--- src/logic/dcp_params.svh ---
// Constants for the disk controller phase and status host port.
// Assumes inclusion by the main module only.
`ifndef DCP_PARAMS_SVH
`define DCP_PARAMS_SVH
// Address select on the port pin
`define DCP_SEL_MSR        1'b0
`define DCP_SEL_DATA       1'b1
// Main status bit positions
`define DCP_MSR_RQM        7
`define DCP_MSR_DIO        6
`define DCP_MSR_NDM        5
`define DCP_MSR_BUSY       4
// Result status two bit positions
`define DCP_ST2_CTRL_MARK  6
`define DCP_ST2_CRC_DATA   5
`define DCP_ST2_WRONG_TRK  4
`define DCP_ST2_SCAN_EQ    3
`define DCP_ST2_SCAN_NOT   2
`define DCP_ST2_BAD_TRK    1
`define DCP_ST2_NO_DAM     0
// Result status one bits patched from data field errors
`define DCP_ST1_CRC        5
`define DCP_ST1_MAM        0
// Drive sense status bit positions
`define DCP_ST3_WPROT      6
`define DCP_ST3_ONE        5
`define DCP_ST3_TRK0       4
`define DCP_ST3_HEAD       2
// Reset values and fixed codes
`define DCP_ST2_RESET      8'h00
`define DCP_ST3_RESET      8'h20
`define DCP_INVALID_RESULT 8'h80
`define DCP_BAD_TRACK_NUM  8'hFF
`endif

--- src/logic/dcp_pkg.sv ---
// Types shared by the disk controller host port files.
// Uses no macros, so dcp_params.svh is not needed here.
package dcp_pkg;
  typedef logic [7:0] dcp_byte_t;            // One data byte
  typedef enum logic [3:0] {
    PH_CMD  = 4'b0001,                       // Taking command bytes
    PH_CHK  = 4'b0010,                       // Checking the opcode
    PH_EXEC = 4'b0100,                       // Execution phase
    PH_RES  = 4'b1000                        // Result phase
  } dcp_phase_e;
  typedef struct packed {
    logic       cs_n;                        // Chip select, low active
    logic       a0;                          // Data register or main status
    logic       rd_n;                        // Read strobe
    logic       wr_n;                        // Write strobe
    logic       dma_acknowledge_n;           // DMA acknowledge
    logic       terminal_count;              // DMA terminal count
    dcp_byte_t  data;                        // Data bus in
    logic [3:0] wprot_pin;                   // Write protect level per drive
    logic [3:0] trk0_pin;                    // Track zero level per drive
  } dcp_pins_s;
  typedef struct packed {
    logic       mark_evt;                    // Data address mark examined
    logic       mark_deleted;                // That mark was deleted
    logic       rd_deleted_cmd;              // Command reads deleted data
    logic       crc_data_evt;                // CRC failure in data field
    logic       miss_evt;                    // Wanted sector not found
    dcp_byte_t  rec_track;                   // Track number read from disk
    dcp_byte_t  track_reg;                   // Stored track register
    logic       scan_eq_evt;                 // Scan equal condition met
    logic       scan_not_evt;                // Scan never satisfied
    logic       no_dam_evt;                  // No data address mark
  } dcp_evt_s;
endpackage : dcp_pkg

--- src/logic/dcp_buf.sv ---
// Small buffer with valid and ready on both sides.
// Assumes one clock; flags come from flops so callers may export them.
`timescale 1ns/1ps
module dcp_buf #(
  parameter int WIDTH = 8,
  parameter int DEPTH = 2
) (
  input  wire logic             clk,
  input  wire logic             rstn,
  input  wire logic             in_valid,
  output logic                  in_ready,
  input  wire logic [WIDTH-1:0] in_data,
  output logic                  out_valid,
  input  wire logic             out_ready,
  output logic [WIDTH-1:0]      out_data
);
  localparam int AW = (DEPTH > 1) ? $clog2(DEPTH) : 1;
  logic [WIDTH-1:0] mem [DEPTH];             // Storage words
  logic [AW-1:0]    wp, rp, next_wp, next_rp;  // Pointers
  logic [AW:0]      cnt, next_cnt;           // Fill level
  logic             push, pop;

  // Next pointers and registered flags; a stalled reader really fills it
  always_comb begin
    push     = in_valid & in_ready;
    pop      = out_valid & out_ready;
    next_wp  = push ? ((wp == AW'(DEPTH - 1)) ? '0 : wp + 1'b1) : wp;
    next_rp  = pop ? ((rp == AW'(DEPTH - 1)) ? '0 : rp + 1'b1) : rp;
    next_cnt = cnt + (AW + 1)'(push) - (AW + 1)'(pop);
  end

  always_ff @(posedge clk or negedge rstn) begin
    if (!rstn) begin
      wp        <= '0;
      rp        <= '0;
      cnt       <= '0;
      in_ready  <= 1'b1;
      out_valid <= 1'b0;
      out_data  <= '0;
    end else begin
      wp        <= next_wp;
      rp        <= next_rp;
      cnt       <= next_cnt;
      in_ready  <= (next_cnt != (AW + 1)'(DEPTH));
      out_valid <= (next_cnt != '0);
      out_data  <= (next_cnt == '0) ? out_data : (push && cnt == pop) ? in_data : mem[next_rp];
    end
  end

  // Storage has no reset, only data lives there
  always_ff @(posedge clk) begin
    if (push) begin
      mem[wp] <= in_data;
    end
  end
endmodule : dcp_buf

--- src/logic/dcp_host_port.sv ---
// Host port of the disk controller: phases, main status, data movement,
// result status two and drive sense status.
// Assumes the disk core sits on the same clock and answers combinationally.
`timescale 1ns/1ps
`include "dcp_params.svh"
module dcp_host_port (
  input  wire logic              clk,
  input  wire logic              rstn,
  input  wire dcp_pkg::dcp_pins_s pins,            // Host and drive pins
  output logic [7:0]             data_out,         // Data bus out
  output logic                   data_oe,          // High while driving bus
  output logic                   intr,             // Interrupt request
  output logic                   drq,              // DMA request
  input  wire logic [1:0]        drive_sel,        // From drive control register
  input  wire logic              dma_gate_en,      // DMA signals enabled there
  input  wire logic              spec_dma_mode,    // DMA mode from specify
  output logic [7:0]             cmd_opcode,       // First command byte
  output logic [7:0]             cmd_byte,         // Latest command byte
  output logic                   cmd_valid,        // Pulse per command byte
  input  wire logic [3:0]        core_cmd_len,     // Bytes for opcode, 0 invalid
  input  wire logic              core_sense_cmd,   // Opcode is sense drive status
  output logic                   exec_start,       // Pulse: execution begins
  input  wire logic              exec_dir_rd,      // Execution moves data to host
  input  wire logic              core_rd_valid,    // Core offers a byte
  input  wire logic [7:0]        core_rd_data,
  output logic                   core_rd_ready,
  output logic                   core_wr_valid,    // Host byte for the core
  output logic [7:0]             core_wr_data,
  input  wire logic              core_wr_ready,
  input  wire logic              core_exec_done,   // Last byte moved
  output logic                   exec_tc,          // High the cycle after terminal count is seen with acknowledge in execution phase
  input  wire dcp_pkg::dcp_evt_s evt,              // Disk side events
  input  wire logic [3:0]        core_res_len,     // Result bytes to read
  input  wire logic [7:0]        core_res_byte,    // Result byte at res_idx
  output logic [3:0]             res_idx,          // Result byte index
  output logic [7:0]             result_status_two,
  output logic [7:0]             drive_sense_status
);
  import dcp_pkg::*;

  localparam int PW = $bits(dcp_pins_s);

  // Pin synchroniser: three stages, a change counts once stages two and three agree
  logic [PW-1:0] s1, s2, s3, filt, filt_d, next_filt;
  dcp_pins_s     pf, pd;                   // Filtered pins now and one cycle back
  always_comb begin
    next_filt = (~(s2 ^ s3) & s3) | ((s2 ^ s3) & filt);
    pf        = dcp_pins_s'(filt);
    pd        = dcp_pins_s'(filt_d);
  end
  always_ff @(posedge clk or negedge rstn) begin
    if (!rstn) begin
      s1     <= '1;
      s2     <= '1;
      s3     <= '1;
      filt   <= '1;
      filt_d <= '1;
    end else begin
      s1     <= pins;
      s2     <= s1;
      s3     <= s2;
      filt   <= next_filt;
      filt_d <= filt;
    end
  end

  // Strobe end detection; a transfer counts at the rising end of its strobe
  function automatic logic rise(input logic now, input logic was);
    return now & ~was;
  endfunction

  logic port_sel, dma_sel, rd_end, wr_end, dack_fall;
  always_comb begin
    port_sel  = ~pf.cs_n;
    dma_sel   = ~pf.dma_acknowledge_n;     // Chip select is not needed here
    rd_end    = rise(pf.rd_n, pd.rd_n) & (port_sel | dma_sel);
    wr_end    = rise(pf.wr_n, pd.wr_n) & (port_sel | dma_sel);
    dack_fall = ~pf.dma_acknowledge_n & pd.dma_acknowledge_n;
  end

  // Phase and byte counting state
  dcp_phase_e phase, next_phase;
  logic [3:0] cnt, next_cnt;               // Command bytes taken
  logic [3:0] next_res_idx;
  logic       invalid, next_invalid;       // Current result is the invalid code
  logic       head, next_head;             // Head from sense command
  logic [1:0] drv, next_drv;               // Drive from sense command
  logic [7:0] next_opcode, next_cmd_byte;
  logic       next_cmd_valid, next_exec_start, next_exec_tc;
  logic       dma_on, byte_ready, cmd_take, res_take, host_move, tc_end;
  logic [7:0] main_status_register, res_byte;
  logic       buf_in_ready, buf_out_valid;
  logic [7:0] buf_out_data;

  // Status helpers: main status bits and the byte the result phase shows
  always_comb begin
    dma_on     = spec_dma_mode & dma_gate_en;
    byte_ready = exec_dir_rd ? buf_out_valid : buf_in_ready;
    main_status_register        = 8'h00;
    main_status_register[`DCP_MSR_RQM]  = (phase == PH_CMD) | (phase == PH_RES) |
                         ((phase == PH_EXEC) & ~dma_on & byte_ready);
    main_status_register[`DCP_MSR_DIO]  = (phase == PH_RES) | ((phase == PH_EXEC) & exec_dir_rd);
    main_status_register[`DCP_MSR_NDM]  = (phase == PH_EXEC) & ~dma_on;
    main_status_register[`DCP_MSR_BUSY] = (phase != PH_CMD) | (cnt != 4'h0);
    // Command bytes are refused unless ready and host-to-device
    cmd_take   = wr_end & port_sel & (pf.a0 == `DCP_SEL_DATA) &
                 main_status_register[`DCP_MSR_RQM] & ~main_status_register[`DCP_MSR_DIO] & (phase == PH_CMD);
    // Result bytes advance only when ready and device-to-host
    res_take   = rd_end & port_sel & (pf.a0 == `DCP_SEL_DATA) &
                 main_status_register[`DCP_MSR_RQM] & main_status_register[`DCP_MSR_DIO] & (phase == PH_RES);
    host_move  = (phase == PH_EXEC) & (exec_dir_rd ? rd_end : wr_end) &
                 (dma_sel | (pf.a0 == `DCP_SEL_DATA));
    tc_end     = (phase == PH_EXEC) & pf.terminal_count & ~pf.dma_acknowledge_n;
    // Data field errors are folded into status one as it passes
    res_byte   = core_res_byte;
    if (invalid) begin
      res_byte = `DCP_INVALID_RESULT;
    end else if (core_sense_cmd) begin
      res_byte = drive_sense_status;
    end else if (res_idx == 4'h1) begin
      res_byte[`DCP_ST1_CRC] = core_res_byte[`DCP_ST1_CRC] | result_status_two[`DCP_ST2_CRC_DATA];
      res_byte[`DCP_ST1_MAM] = core_res_byte[`DCP_ST1_MAM] | result_status_two[`DCP_ST2_NO_DAM];
    end else if (res_idx == 4'h2) begin
      res_byte = result_status_two;
    end
  end

  // Phase sequencing
  always_comb begin
    next_phase      = phase;
    next_cnt        = cnt;
    next_res_idx    = res_idx;
    next_invalid    = invalid;
    next_head       = head;
    next_drv        = drv;
    next_opcode     = cmd_opcode;
    next_cmd_byte   = cmd_byte;
    next_cmd_valid  = 1'b0;
    next_exec_start = 1'b0;
    next_exec_tc    = 1'b0;
    case (phase)
      PH_CMD: begin
        if (cmd_take) begin
          next_cmd_byte  = pf.data;
          next_cmd_valid = 1'b1;
          next_cnt       = cnt + 4'h1;
          if (cnt == 4'h0) begin
            next_opcode = pf.data;
            next_phase  = PH_CHK;
          end else if (cnt == 4'h1) begin
            next_head = pf.data[2];
            next_drv  = pf.data[1:0];
          end
          if (cnt != 4'h0 && (cnt + 4'h1) == core_cmd_len) begin
            next_phase      = PH_EXEC;
            next_exec_start = 1'b1;
            next_cnt        = 4'h0;
          end
        end
      end
      PH_CHK: begin
        if (core_cmd_len == 4'h0) begin
          next_phase   = PH_RES;
          next_invalid = 1'b1;
          next_res_idx = 4'h0;
          next_cnt     = 4'h0;
        end else if (core_cmd_len == 4'h1) begin
          next_phase      = PH_EXEC;
          next_exec_start = 1'b1;
          next_cnt        = 4'h0;
        end else begin
          next_phase = PH_CMD;
        end
      end
      PH_EXEC: begin
        if (tc_end) begin
          next_exec_tc = 1'b1;
        end
        if (core_exec_done) begin
          next_phase   = PH_RES;
          next_res_idx = 4'h0;
        end
      end
      PH_RES: begin
        if (res_take) begin
          next_res_idx = res_idx + 4'h1;
          if (invalid || (res_idx + 4'h1) >= core_res_len) begin
            next_phase   = PH_CMD;
            next_invalid = 1'b0;
            next_res_idx = 4'h0;
          end
        end
      end
      default: begin
        next_phase = PH_CMD;
      end
    endcase
  end

  always_ff @(posedge clk or negedge rstn) begin
    if (!rstn) begin
      phase      <= PH_CMD;
      cnt        <= 4'h0;
      res_idx    <= 4'h0;
      invalid    <= 1'b0;
      head       <= 1'b0;
      drv        <= 2'h0;
      cmd_opcode <= 8'h00;
      cmd_byte   <= 8'h00;
      cmd_valid  <= 1'b0;
      exec_start <= 1'b0;
      exec_tc    <= 1'b0;
    end else begin
      phase      <= next_phase;
      cnt        <= next_cnt;
      res_idx    <= next_res_idx;
      invalid    <= next_invalid;
      head       <= next_head;
      drv        <= next_drv;
      cmd_opcode <= next_opcode;
      cmd_byte   <= next_cmd_byte;
      cmd_valid  <= next_cmd_valid;
      exec_start <= next_exec_start;
      exec_tc    <= next_exec_tc;
    end
  end

  // Execution data buffer; a slow reader stalls the core, no byte is lost
  dcp_buf #(.WIDTH(8), .DEPTH(2)) u_buf (
    .clk       (clk),
    .rstn      (rstn),
    .in_valid  (exec_dir_rd ? core_rd_valid : (host_move & ~exec_dir_rd)),
    .in_ready  (buf_in_ready),
    .in_data   (exec_dir_rd ? core_rd_data : pf.data),
    .out_valid (buf_out_valid),
    .out_ready (exec_dir_rd ? host_move : core_wr_ready),
    .out_data  (buf_out_data)
  );

  // Handshake outputs towards the core follow the buffer's registered flags
  always_comb begin
    core_rd_ready = buf_in_ready;
    core_wr_valid = buf_out_valid;
    core_wr_data  = buf_out_data;
  end

  // Interrupt and DMA request; for intr a set wins over a same-cycle clear, for drq the clear wins
  logic next_intr, next_drq, moved_d;
  logic byte_irq_set, res_irq_set;
  always_comb begin
    byte_irq_set = (phase == PH_EXEC) & ~dma_on & byte_ready & ~host_move & ~moved_d;
    res_irq_set  = (phase == PH_EXEC) & (next_phase == PH_RES);
    next_intr    = intr;
    if (host_move || (res_take && res_idx == 4'h0)) begin
      next_intr = 1'b0;
    end
    if (byte_irq_set || res_irq_set || (phase == PH_CHK && next_phase == PH_RES)) begin
      next_intr = 1'b1;
    end
    next_drq = drq;
    if (dack_fall || phase != PH_EXEC) begin
      next_drq = 1'b0;
    end else if (dma_on && byte_ready && pf.dma_acknowledge_n && !moved_d && !host_move) begin
      next_drq = 1'b1;
    end
  end

  // Bus read data comes from a register, driven only during a selected read
  logic [7:0] next_dout;
  logic       next_oe;
  always_comb begin
    next_oe   = ~pf.rd_n & (port_sel | dma_sel);
    next_dout = main_status_register;
    if (dma_sel || pf.a0 == `DCP_SEL_DATA) begin
      next_dout = (phase == PH_RES) ? res_byte : buf_out_data;
    end
  end

  always_ff @(posedge clk or negedge rstn) begin
    if (!rstn) begin
      intr     <= 1'b0;
      drq      <= 1'b0;
      moved_d  <= 1'b0;
      data_out <= 8'h00;
      data_oe  <= 1'b0;
    end else begin
      intr     <= next_intr;
      drq      <= next_drq;
      moved_d  <= host_move;
      data_out <= next_dout;
      data_oe  <= next_oe;
    end
  end

  // Status bytes; drive select changes act at once, the host times them
  logic [7:0] next_st2, next_st3;
  logic       trk_differs;
  logic       wp_now;                      // Write protect level of the selected drive
  always_comb begin
    trk_differs = evt.rec_track != evt.track_reg;
    wp_now      = pf.wprot_pin[drive_sel];
    next_st2    = exec_start ? `DCP_ST2_RESET : result_status_two;
    if (phase == PH_EXEC) begin
      if (evt.mark_evt && (evt.mark_deleted != evt.rd_deleted_cmd)) begin
        next_st2[`DCP_ST2_CTRL_MARK] = 1'b1;
      end
      if (evt.crc_data_evt) begin
        next_st2[`DCP_ST2_CRC_DATA] = 1'b1;
      end
      if (evt.miss_evt && trk_differs) begin
        next_st2[`DCP_ST2_WRONG_TRK] = 1'b1;
        if (evt.rec_track == `DCP_BAD_TRACK_NUM) begin
          next_st2[`DCP_ST2_BAD_TRK] = 1'b1;
        end
      end
      if (evt.scan_eq_evt) begin
        next_st2[`DCP_ST2_SCAN_EQ] = 1'b1;
      end
      if (evt.scan_not_evt) begin
        next_st2[`DCP_ST2_SCAN_NOT] = 1'b1;
      end
      if (evt.no_dam_evt) begin
        next_st2[`DCP_ST2_NO_DAM] = 1'b1;
      end
    end
    next_st3 = `DCP_ST3_RESET;
    next_st3[`DCP_ST3_WPROT] = ~pf.wprot_pin[drive_sel];
    next_st3[`DCP_ST3_TRK0]  = ~pf.trk0_pin[drive_sel];
    next_st3[`DCP_ST3_HEAD]  = head;
    next_st3[1:0]            = drv;
  end

  always_ff @(posedge clk or negedge rstn) begin
    if (!rstn) begin
      result_status_two  <= `DCP_ST2_RESET;
      drive_sense_status <= `DCP_ST3_RESET;
    end else begin
      result_status_two  <= next_st2;
      drive_sense_status <= next_st3;
    end
  end
endmodule : dcp_host_port

--- config.mk ---
export PLATFORM = sky130hd
export DESIGN_NAME = dcp_host_port
export DESIGN_NICKNAME = d
export VERILOG_FILES = /design/src/logic/dcp_pkg.sv /design/src/logic/dcp_buf.sv /design/src/logic/dcp_host_port.sv
export VERILOG_INCLUDE_DIRS = /design/src /design/src/logic
export SDC_FILE = /design/constraint.sdc
export NUM_CORES = 1
export LEC_CHECK = 0
export BUFFER_PORTS_ARGS = -buffer_cell sky130_fd_sc_hd__buf_2
export CAP_MARGIN = 25
export CORE_MARGIN = 2
export CORE_UTILIZATION = 27
export CTS_CLUSTER_DIAMETER = 80
export DETAILED_ROUTE_END_ITERATION = 10
export GPL_TIMING_DRIVEN = 0
export PLACE_DENSITY = 0.42
export SLEW_MARGIN = 40
export SYNTH_ARGS = -nofsm -noshare
export SYNTH_HDL_FRONTEND = slang
export SYNTH_HIERARCHICAL = 1
export SYNTH_SLANG_ARGS = --single-unit
--- constraint.sdc ---
create_clock -name clk -period 8.4 [get_ports clk]
set_clock_uncertainty 0.05 [all_clocks]
set_input_delay 1.68 -clock clk [delete_from_list [all_inputs] [get_ports clk]]
set_output_delay 1.68 -clock clk [all_outputs]
set_load 0.01 [all_outputs]
# Word level (Yosys, flattened, before mapping)
# Memory sizes are Yosys's and may differ from the RTL's.
# Cells that the tools add are included.
# Widths: inputs -> output; s select.
[totals]
ramBits = 16
out_inout_bits = 60
regBits = 181
wordCells = 222
n_memories = 1
[mem_list]
columns = ["memory", "words", "word_bits", "rd", "rd_clocked_by_memory_dff", "write_ports", "line_no", "text"]
rows = [
  ["u_buf.mem", 2, 8, 1, 0, 1, "dcp_buf.sv:18", "logic [WIDTH-1:0] mem [DEPTH];"],
]
[op_classes]
order_cmp = 2
muxes = 70
n_eq_ne = 23
reduce_logical = 35
n_addsub = 6
bitwise = 56
[op_table]
columns = ["cell", "count"]
rows = [
  ["$mux 4", 16],
  ["$mux 8", 7],
  ["$and 22x22->22", 2],
  ["$mux 1", 36],
  ["$and 1x1->1", 30],
  ["$not 22->22", 1],
  ["$or 22x22->22", 1],
  ["$xor 22x22->22", 1],
  ["$eq 4x1->1 const B", 4],
  ["$pmux 4 s4", 1],
  ["$mux 7", 2],
  ["$not 1->1", 13],
  ["$logic_not 4->1", 3],
  ["$ne 2x2->1 const B", 6],
  ["$pmux 4 s3", 1],
  ["$reduce_and 4->1", 3],
  ["$logic_and 1x1->1", 10],
  ["$reduce_bool 2->1", 5],
  ["$add 4x1->4 const B", 2],
  ["$eq 4x2->1 const B", 2],
  ["$eq 4x4->1 const B", 2],
  ["$eq 8x8->1 const B", 1],
  ["$ne 8x8->1", 1],
  ["$or 1x1->1", 8],
  ["other kinds (24)", 34],
]

# Depth between registers and ports, before layout
[logic_depth]
word_depth = 15
ltp_mapped = 12
depth_no_buf = 11

# Hierarchy
# The synthesis kept the hierarchy.
[modules_own_cells]
columns = ["module", "instances", "area_each_um2", "seq_area_each_um2", "cells_each"]
rows = [
  ["dcp_host_port", 1, 5894.4, 3868.7, 440],
  ["dcp_buf", 1, 1316.3, 832.0, 98],
]

# Worst setup path after synthesis
# Ideal clock, no wire load.
[synth_path]
path_kind = "input -> register"
start = "in exec_dir_rd"
end = "reg u_buf.out_data[0]"
arrival_time_ps = 4019
n_path_buf = 0
path_slack_ps = 4206
t_required_ps = 8225
stages = 10
cell_sequence = "or4bb_1 a21oi_1 mux2_2 nand2_1 xnor2_1 ha_1 xnor2_1 a21oi_2 nor3b_4 mux2_2"
[synth_between]
elab_chain_len = 9
elab_cells_between_ends = 18
classes_between = "2 x add/sub; 1 x eq/ne; 6 x mux; 6 x bitwise; 2 x reduce/logical; 1 x memory"
[synth_rtl]
columns = ["element", "line_no", "text"]
rows = [
  ["start: declaration", "dcp_host_port.sv:23", "input wire logic exec_dir_rd,"],
  ["$mux 1 *", "dcp_host_port.sv:111", "host_move = (phase == PH_EXEC) & (exec_dir_rd ? rd_end : wr_end) &"],
  ["$and 1x1->1 * (2 in a row)", "dcp_host_port.sv:111", ""],
  ["named net host_move", "dcp_host_port.sv:90", "logic dma_on, byte_ready, cmd_take, res_take, host_move, tc_end;"],
  ["$and 1x1->1", "dcp_host_port.sv:232", ".in_valid (exec_dir_rd ? core_rd_valid : (host_move & ~exec_dir_rd)),"],
  ["$mux 1", "dcp_host_port.sv:232", ""],
  ["$and 1x1->1", "dcp_buf.sv:25", "push = in_valid & in_ready;"],
  ["$add 2x1->2", "dcp_buf.sv:29", "next_cnt = cnt + (AW + 1)'(push) - (AW + 1)'(pop);"],
  ["$sub 2x1->2", "dcp_buf.sv:29", ""],
  ["$logic_not 2->1", "dcp_buf.sv:46", "out_data <= (next_cnt == '0) ? out_data : (push && cnt == pop) ? in_data : mem[next_rp];"],
  ["end signal: assignment", "dcp_buf.sv:46", ""],
  ["end: declaration", "dcp_buf.sv:15", "output logic [WIDTH-1:0] out_data"],
]
# Mark *: on every way through the listed nets, which the timed path passes. The rest lies on a longest branch.
# A chain may end at the register's enable or synchronous reset.

# Worst setup path after layout
# Ends and elaborated chain as after synthesis.

==> results.sh <==
export IMPL_outcome="finished with violations"
export IMPL_violations_in_the_final_reports="design-rule violations"
export IMPL_timing_critical_path_buf_inv=1
export IMPL_postSynthCellCount=538
export IMPL_number_of_synthesized_flops_with_an_enable_pin=16
export IMPL_cp_top_family="simple AND/OR/NAND/NOR gates"
export IMPL_synth_warning_count=6
export IMPL_placementRows=59
export IMPL_setup_viol_count_final=0
export IMPL_grt_pass1_vias=5093
export IMPL_global_route_wire_length_before_repair_um=29200
export IMPL_place_ws_ns=3.53
export IMPL_power_switching_share=0.314
export IMPL_dr_total_vias=4736
export IMPL_yosys_top_cells_area="sky130_fd_sc_hd__dfstp_2 (34%), sky130_fd_sc_hd__dfrtp_1 (25%), sky130_fd_sc_hd__edfxtp_1 (6.7%), sky130_fd_sc_hd__mux2_2 (4.8%), sky130_fd_sc_hd__maj3_1 (3.1%)"
export IMPL_crit_path_end_kind="flop"
export IMPL_power_combinational_fraction=0.247
export IMPL_fraction_of_layout_cells_with_a_size_suffix_above_1=0.452
export IMPL_firstDrtPassIters=8
export IMPL_design_die_area_mm2=0.0280
export IMPL_tightestPinTransition_ns=0.789
export IMPL_antenna_violations_before_repair=1
export IMPL_yosysTopAreaCell="sky130_fd_sc_hd__dfstp_2"
export IMPL_post_route_drc_count=19
export IMPL_grt_util_all_layers=0.134
export IMPL_critical_path_arrival_ns=4.64
export IMPL_tns_ns=0
export IMPL_rsz0062_at_grt="no"
export IMPL_cp_launch_type="input port"
export IMPL_share_seq_of_total_power=0.452
export IMPL_post_synth_num_cell_types=67
export IMPL_layout_filler_cells=2636
export IMPL_design_final_nets=790
export IMPL_synthToLayoutAreaGrowth_pct=24.4
export IMPL_postRouteWirelength_um=18000
export IMPL_cts_buffer_depth=2
export IMPL_final_period_utilization=0.523
export IMPL_master_cell_of_the_clock_root_buffer="sky130_fd_sc_hd__clkbuf_16"
export IMPL_ys_seq_elements=180
export IMPL_detailedPlacementHpwl_um=13300
export IMPL_period_minus_slack_ns=4.39
export IMPL_internal_power_mw=1.81
export IMPL_fp_dieH_um=167
export IMPL_worst_path_max_fanout=9
export IMPL_finalMaxSlewViolations=0
export IMPL_layout_core_utilization=0.343
export IMPL_hold_buffers=0
export IMPL_io_buffer_count=136
export IMPL_routedWlPerCell_um=17.2
export IMPL_gp_routability_congestion=0.846
export IMPL_largest_net_degree_at_the_start_of_global_routing=68
export IMPL_max_clock_freq_mhz=228
export IMPL_cts_resized=0
export IMPL_synthArstFlopShare=0.911
export IMPL_synth_cell_area_mm2=0.00721
export IMPL_power_frac_clock=0.300
export IMPL_timing_critical_path_required_ns=8.65
export IMPL_timing_critical_path_cells="buf_2, or4bb_1, a21oi_1, mux2_2, nand2_1, xnor2_1, ha_1, xnor2_1, a21oi_2, nor3b_4, mux2_2"
export IMPL_vdd_ir_drop_worst_v=0.0000935
export IMPL_detail_route_iter0_violations=246
export IMPL_setup_ws_ns=4.01
export IMPL_post_cts_repair_setup_buffers=0
export IMPL_dpl_cell_area_mm2=0.00838
export IMPL_multi_input_combinational_cell_area_mm2=0.00230
export IMPL_dominantRegCellSynth="sky130_fd_sc_hd__dfstp_2"
export IMPL_cpPeakStageDelay_ns=0.51
export IMPL_synth_top_cell_area_share=0.339
export IMPL_cts_sinks=180
export IMPL_antenna_diode_count=0
export IMPL_worstSkewPairLatency_ns=0.42
export IMPL_syn_area_per_cell_um2=13.4
export IMPL_globalRoute_totalOverflow=0
export IMPL_io_pin_count=141
export IMPL_floorplan_initialDensity=0.276
export IMPL_width_of_the_die_um=167
export IMPL_synth_yosys_seq_area_share=0.652
export IMPL_synth_most_common_cell="sky130_fd_sc_hd__dfstp_2"
export IMPL_power_density_mw_per_mm2=295
export IMPL_final_cell_area_mm2=0.00897
export IMPL_slowest_stage="sky130_fd_sc_hd__or4bb_1"
export IMPL_hold_path_class="flop to flop"
export IMPL_seq_area_mm2=0.00470
export IMPL_power_leakage_nw=3.90
export IMPL_antenna_violating_nets_post_route=0
export IMPL_clkSlewWorstSetupHoldPaths_ns=0.07
export IMPL_synth_commonest_cells="sky130_fd_sc_hd__dfstp_2 (93), sky130_fd_sc_hd__dfrtp_1 (71), sky130_fd_sc_hd__nand2_1 (45), sky130_fd_sc_hd__mux2_2 (31), sky130_fd_sc_hd__o21ai_0 (27)"
export IMPL_cts_max_level=4
export IMPL_detail_route_vias_per_cell=4.53
export IMPL_area_of_the_core_region_mm2=0.0261
export IMPL_cap_viol_max_count=0
export IMPL_worst_slew_margin=0.472
export IMPL_cts_buffers_inserted=17
export IMPL_total_switching_power_mw=0.831
export IMPL_cts_tree="yes"
export IMPL_hold_violations=0
export IMPL_timing_hold_ws_ns=0.301
export IMPL_criticalPathCategory="input port to flop"
## cell families after synthesis
logic type      count (synthesis)  synth area share
compound gates                 90            0.0829
xor+xnor                       20            0.0243
fa+ha+maj                      34            0.0514
buf+inv                        46            0.0307
flops                         180             0.652
mux                            36            0.0588
other cells                     2           0.00104
simple gates                  130            0.0989
## power by group through the flow
| stage | combinational (mW) | sequential [mW] | clock [mW] |
|---|---|---|---|
| 2_1_floorplan | 0.358 | 1.22 | 0 |
| 3_3_place_gp | 0.639 | 1.21 | 0 |
| 3_5_place_dp | 0.662 | 1.21 | 0 |
| 4_1_cts | 0.664 | 1.20 | 0.829 |
| 5_1_grt | 0.727 | 1.22 | 0.864 |
| 6_report | 0.654 | 1.20 | 0.795 |
## per-layer routing
layer / global-route usage / vias up / routed length (um)
met3: 0.0319 / 14 / 1050
met2: 0.217 / 149 / 8380
li1: - / 2227 / -
met5: 0 / - / 0
met4: 0.0378 / 0 / 246
met1: 0.181 / 2346 / 8330
## stage by stage
stage / cells / power, mW
finish: 1045 / 2.65
CTS: 1045 / 2.69
global route: 1045 / 2.81
detailed placement: 1013 / 1.88
global placement: 1011 / 1.85
floorplan: 540 / 1.58
## worst register-to-register path, cell delays in order, from the launching register on
cell and delay [ns]:
sky130_fd_sc_hd__dfrtp_1 0.35, sky130_fd_sc_hd__buf_2 0.18, sky130_fd_sc_hd__nor4b_1 0.48, sky130_fd_sc_hd__nand2_1 0.19
sky130_fd_sc_hd__a21oi_1 0.37, sky130_fd_sc_hd__mux2_2 0.26, sky130_fd_sc_hd__nand2_1 0.15, sky130_fd_sc_hd__xnor2_1 0.18
sky130_fd_sc_hd__ha_1 0.20, sky130_fd_sc_hd__xnor2_1 0.23, sky130_fd_sc_hd__a21oi_2 0.08, sky130_fd_sc_hd__nor3b_4 0.44
sky130_fd_sc_hd__mux2_2 0.39
## final timing paths
check,slack [ns],end,start,depth (start not counted)
hold / removal,0.30,s2[8],s1[8],0
setup / recovery,4.01,u_buf/out_data[0],exec_dir_rd,11
setup reg to reg,4.75,u_buf/out_data[0],phase[3],12
min in group asynchronous,1.12,u_buf/out_data[5],rstn,1
max in group asynchronous,6.47,async pin,rstn,2
hold reg to reg,0.30,s2[8],s1[8],0
## placed cells by master, fill, tap and decap left out, drive strengths merged, types with 3 or more instances in the layout
cell type  netlist  layout
nand2           46      46
xor2             4       4
nor2b            7       7
o21a             3       3
a32o             5       5
a21oi           13      13
conb             2       4
maj3            22      22
o21ai           27      27
nand2b           4       4
nand3           23      23
nand4            5       5
ha              12      12
a211oi          10      10
mux2i            3       3
inv             24      27
nor4b            4       4
nor2            17      17
dfstp           93      93
dfrtp           71      71
xnor2           16      16
a221oi           3       3
buf             18     156
nor3b            4       4
clkinv           0       5
nor3             3       3
nand3b           3       3
edfxtp          16      16
a31oi           10      10
mux2            31      31
clkbuf           4      25
## layout make-up
cell class,instances,share of cell area
Timing Repair Buffer,138,0.0831
Buffer,22,0.0146
Tap cell,335,0.0467
Inverter,24,0.0100
Clock buffer,21,0.0526
Clock inverter,11,0.0131
Multi-Input combinational cell,314,0.256
Sequential cell,180,0.524
No activity file was read; power rests on OpenSTA's default activity.
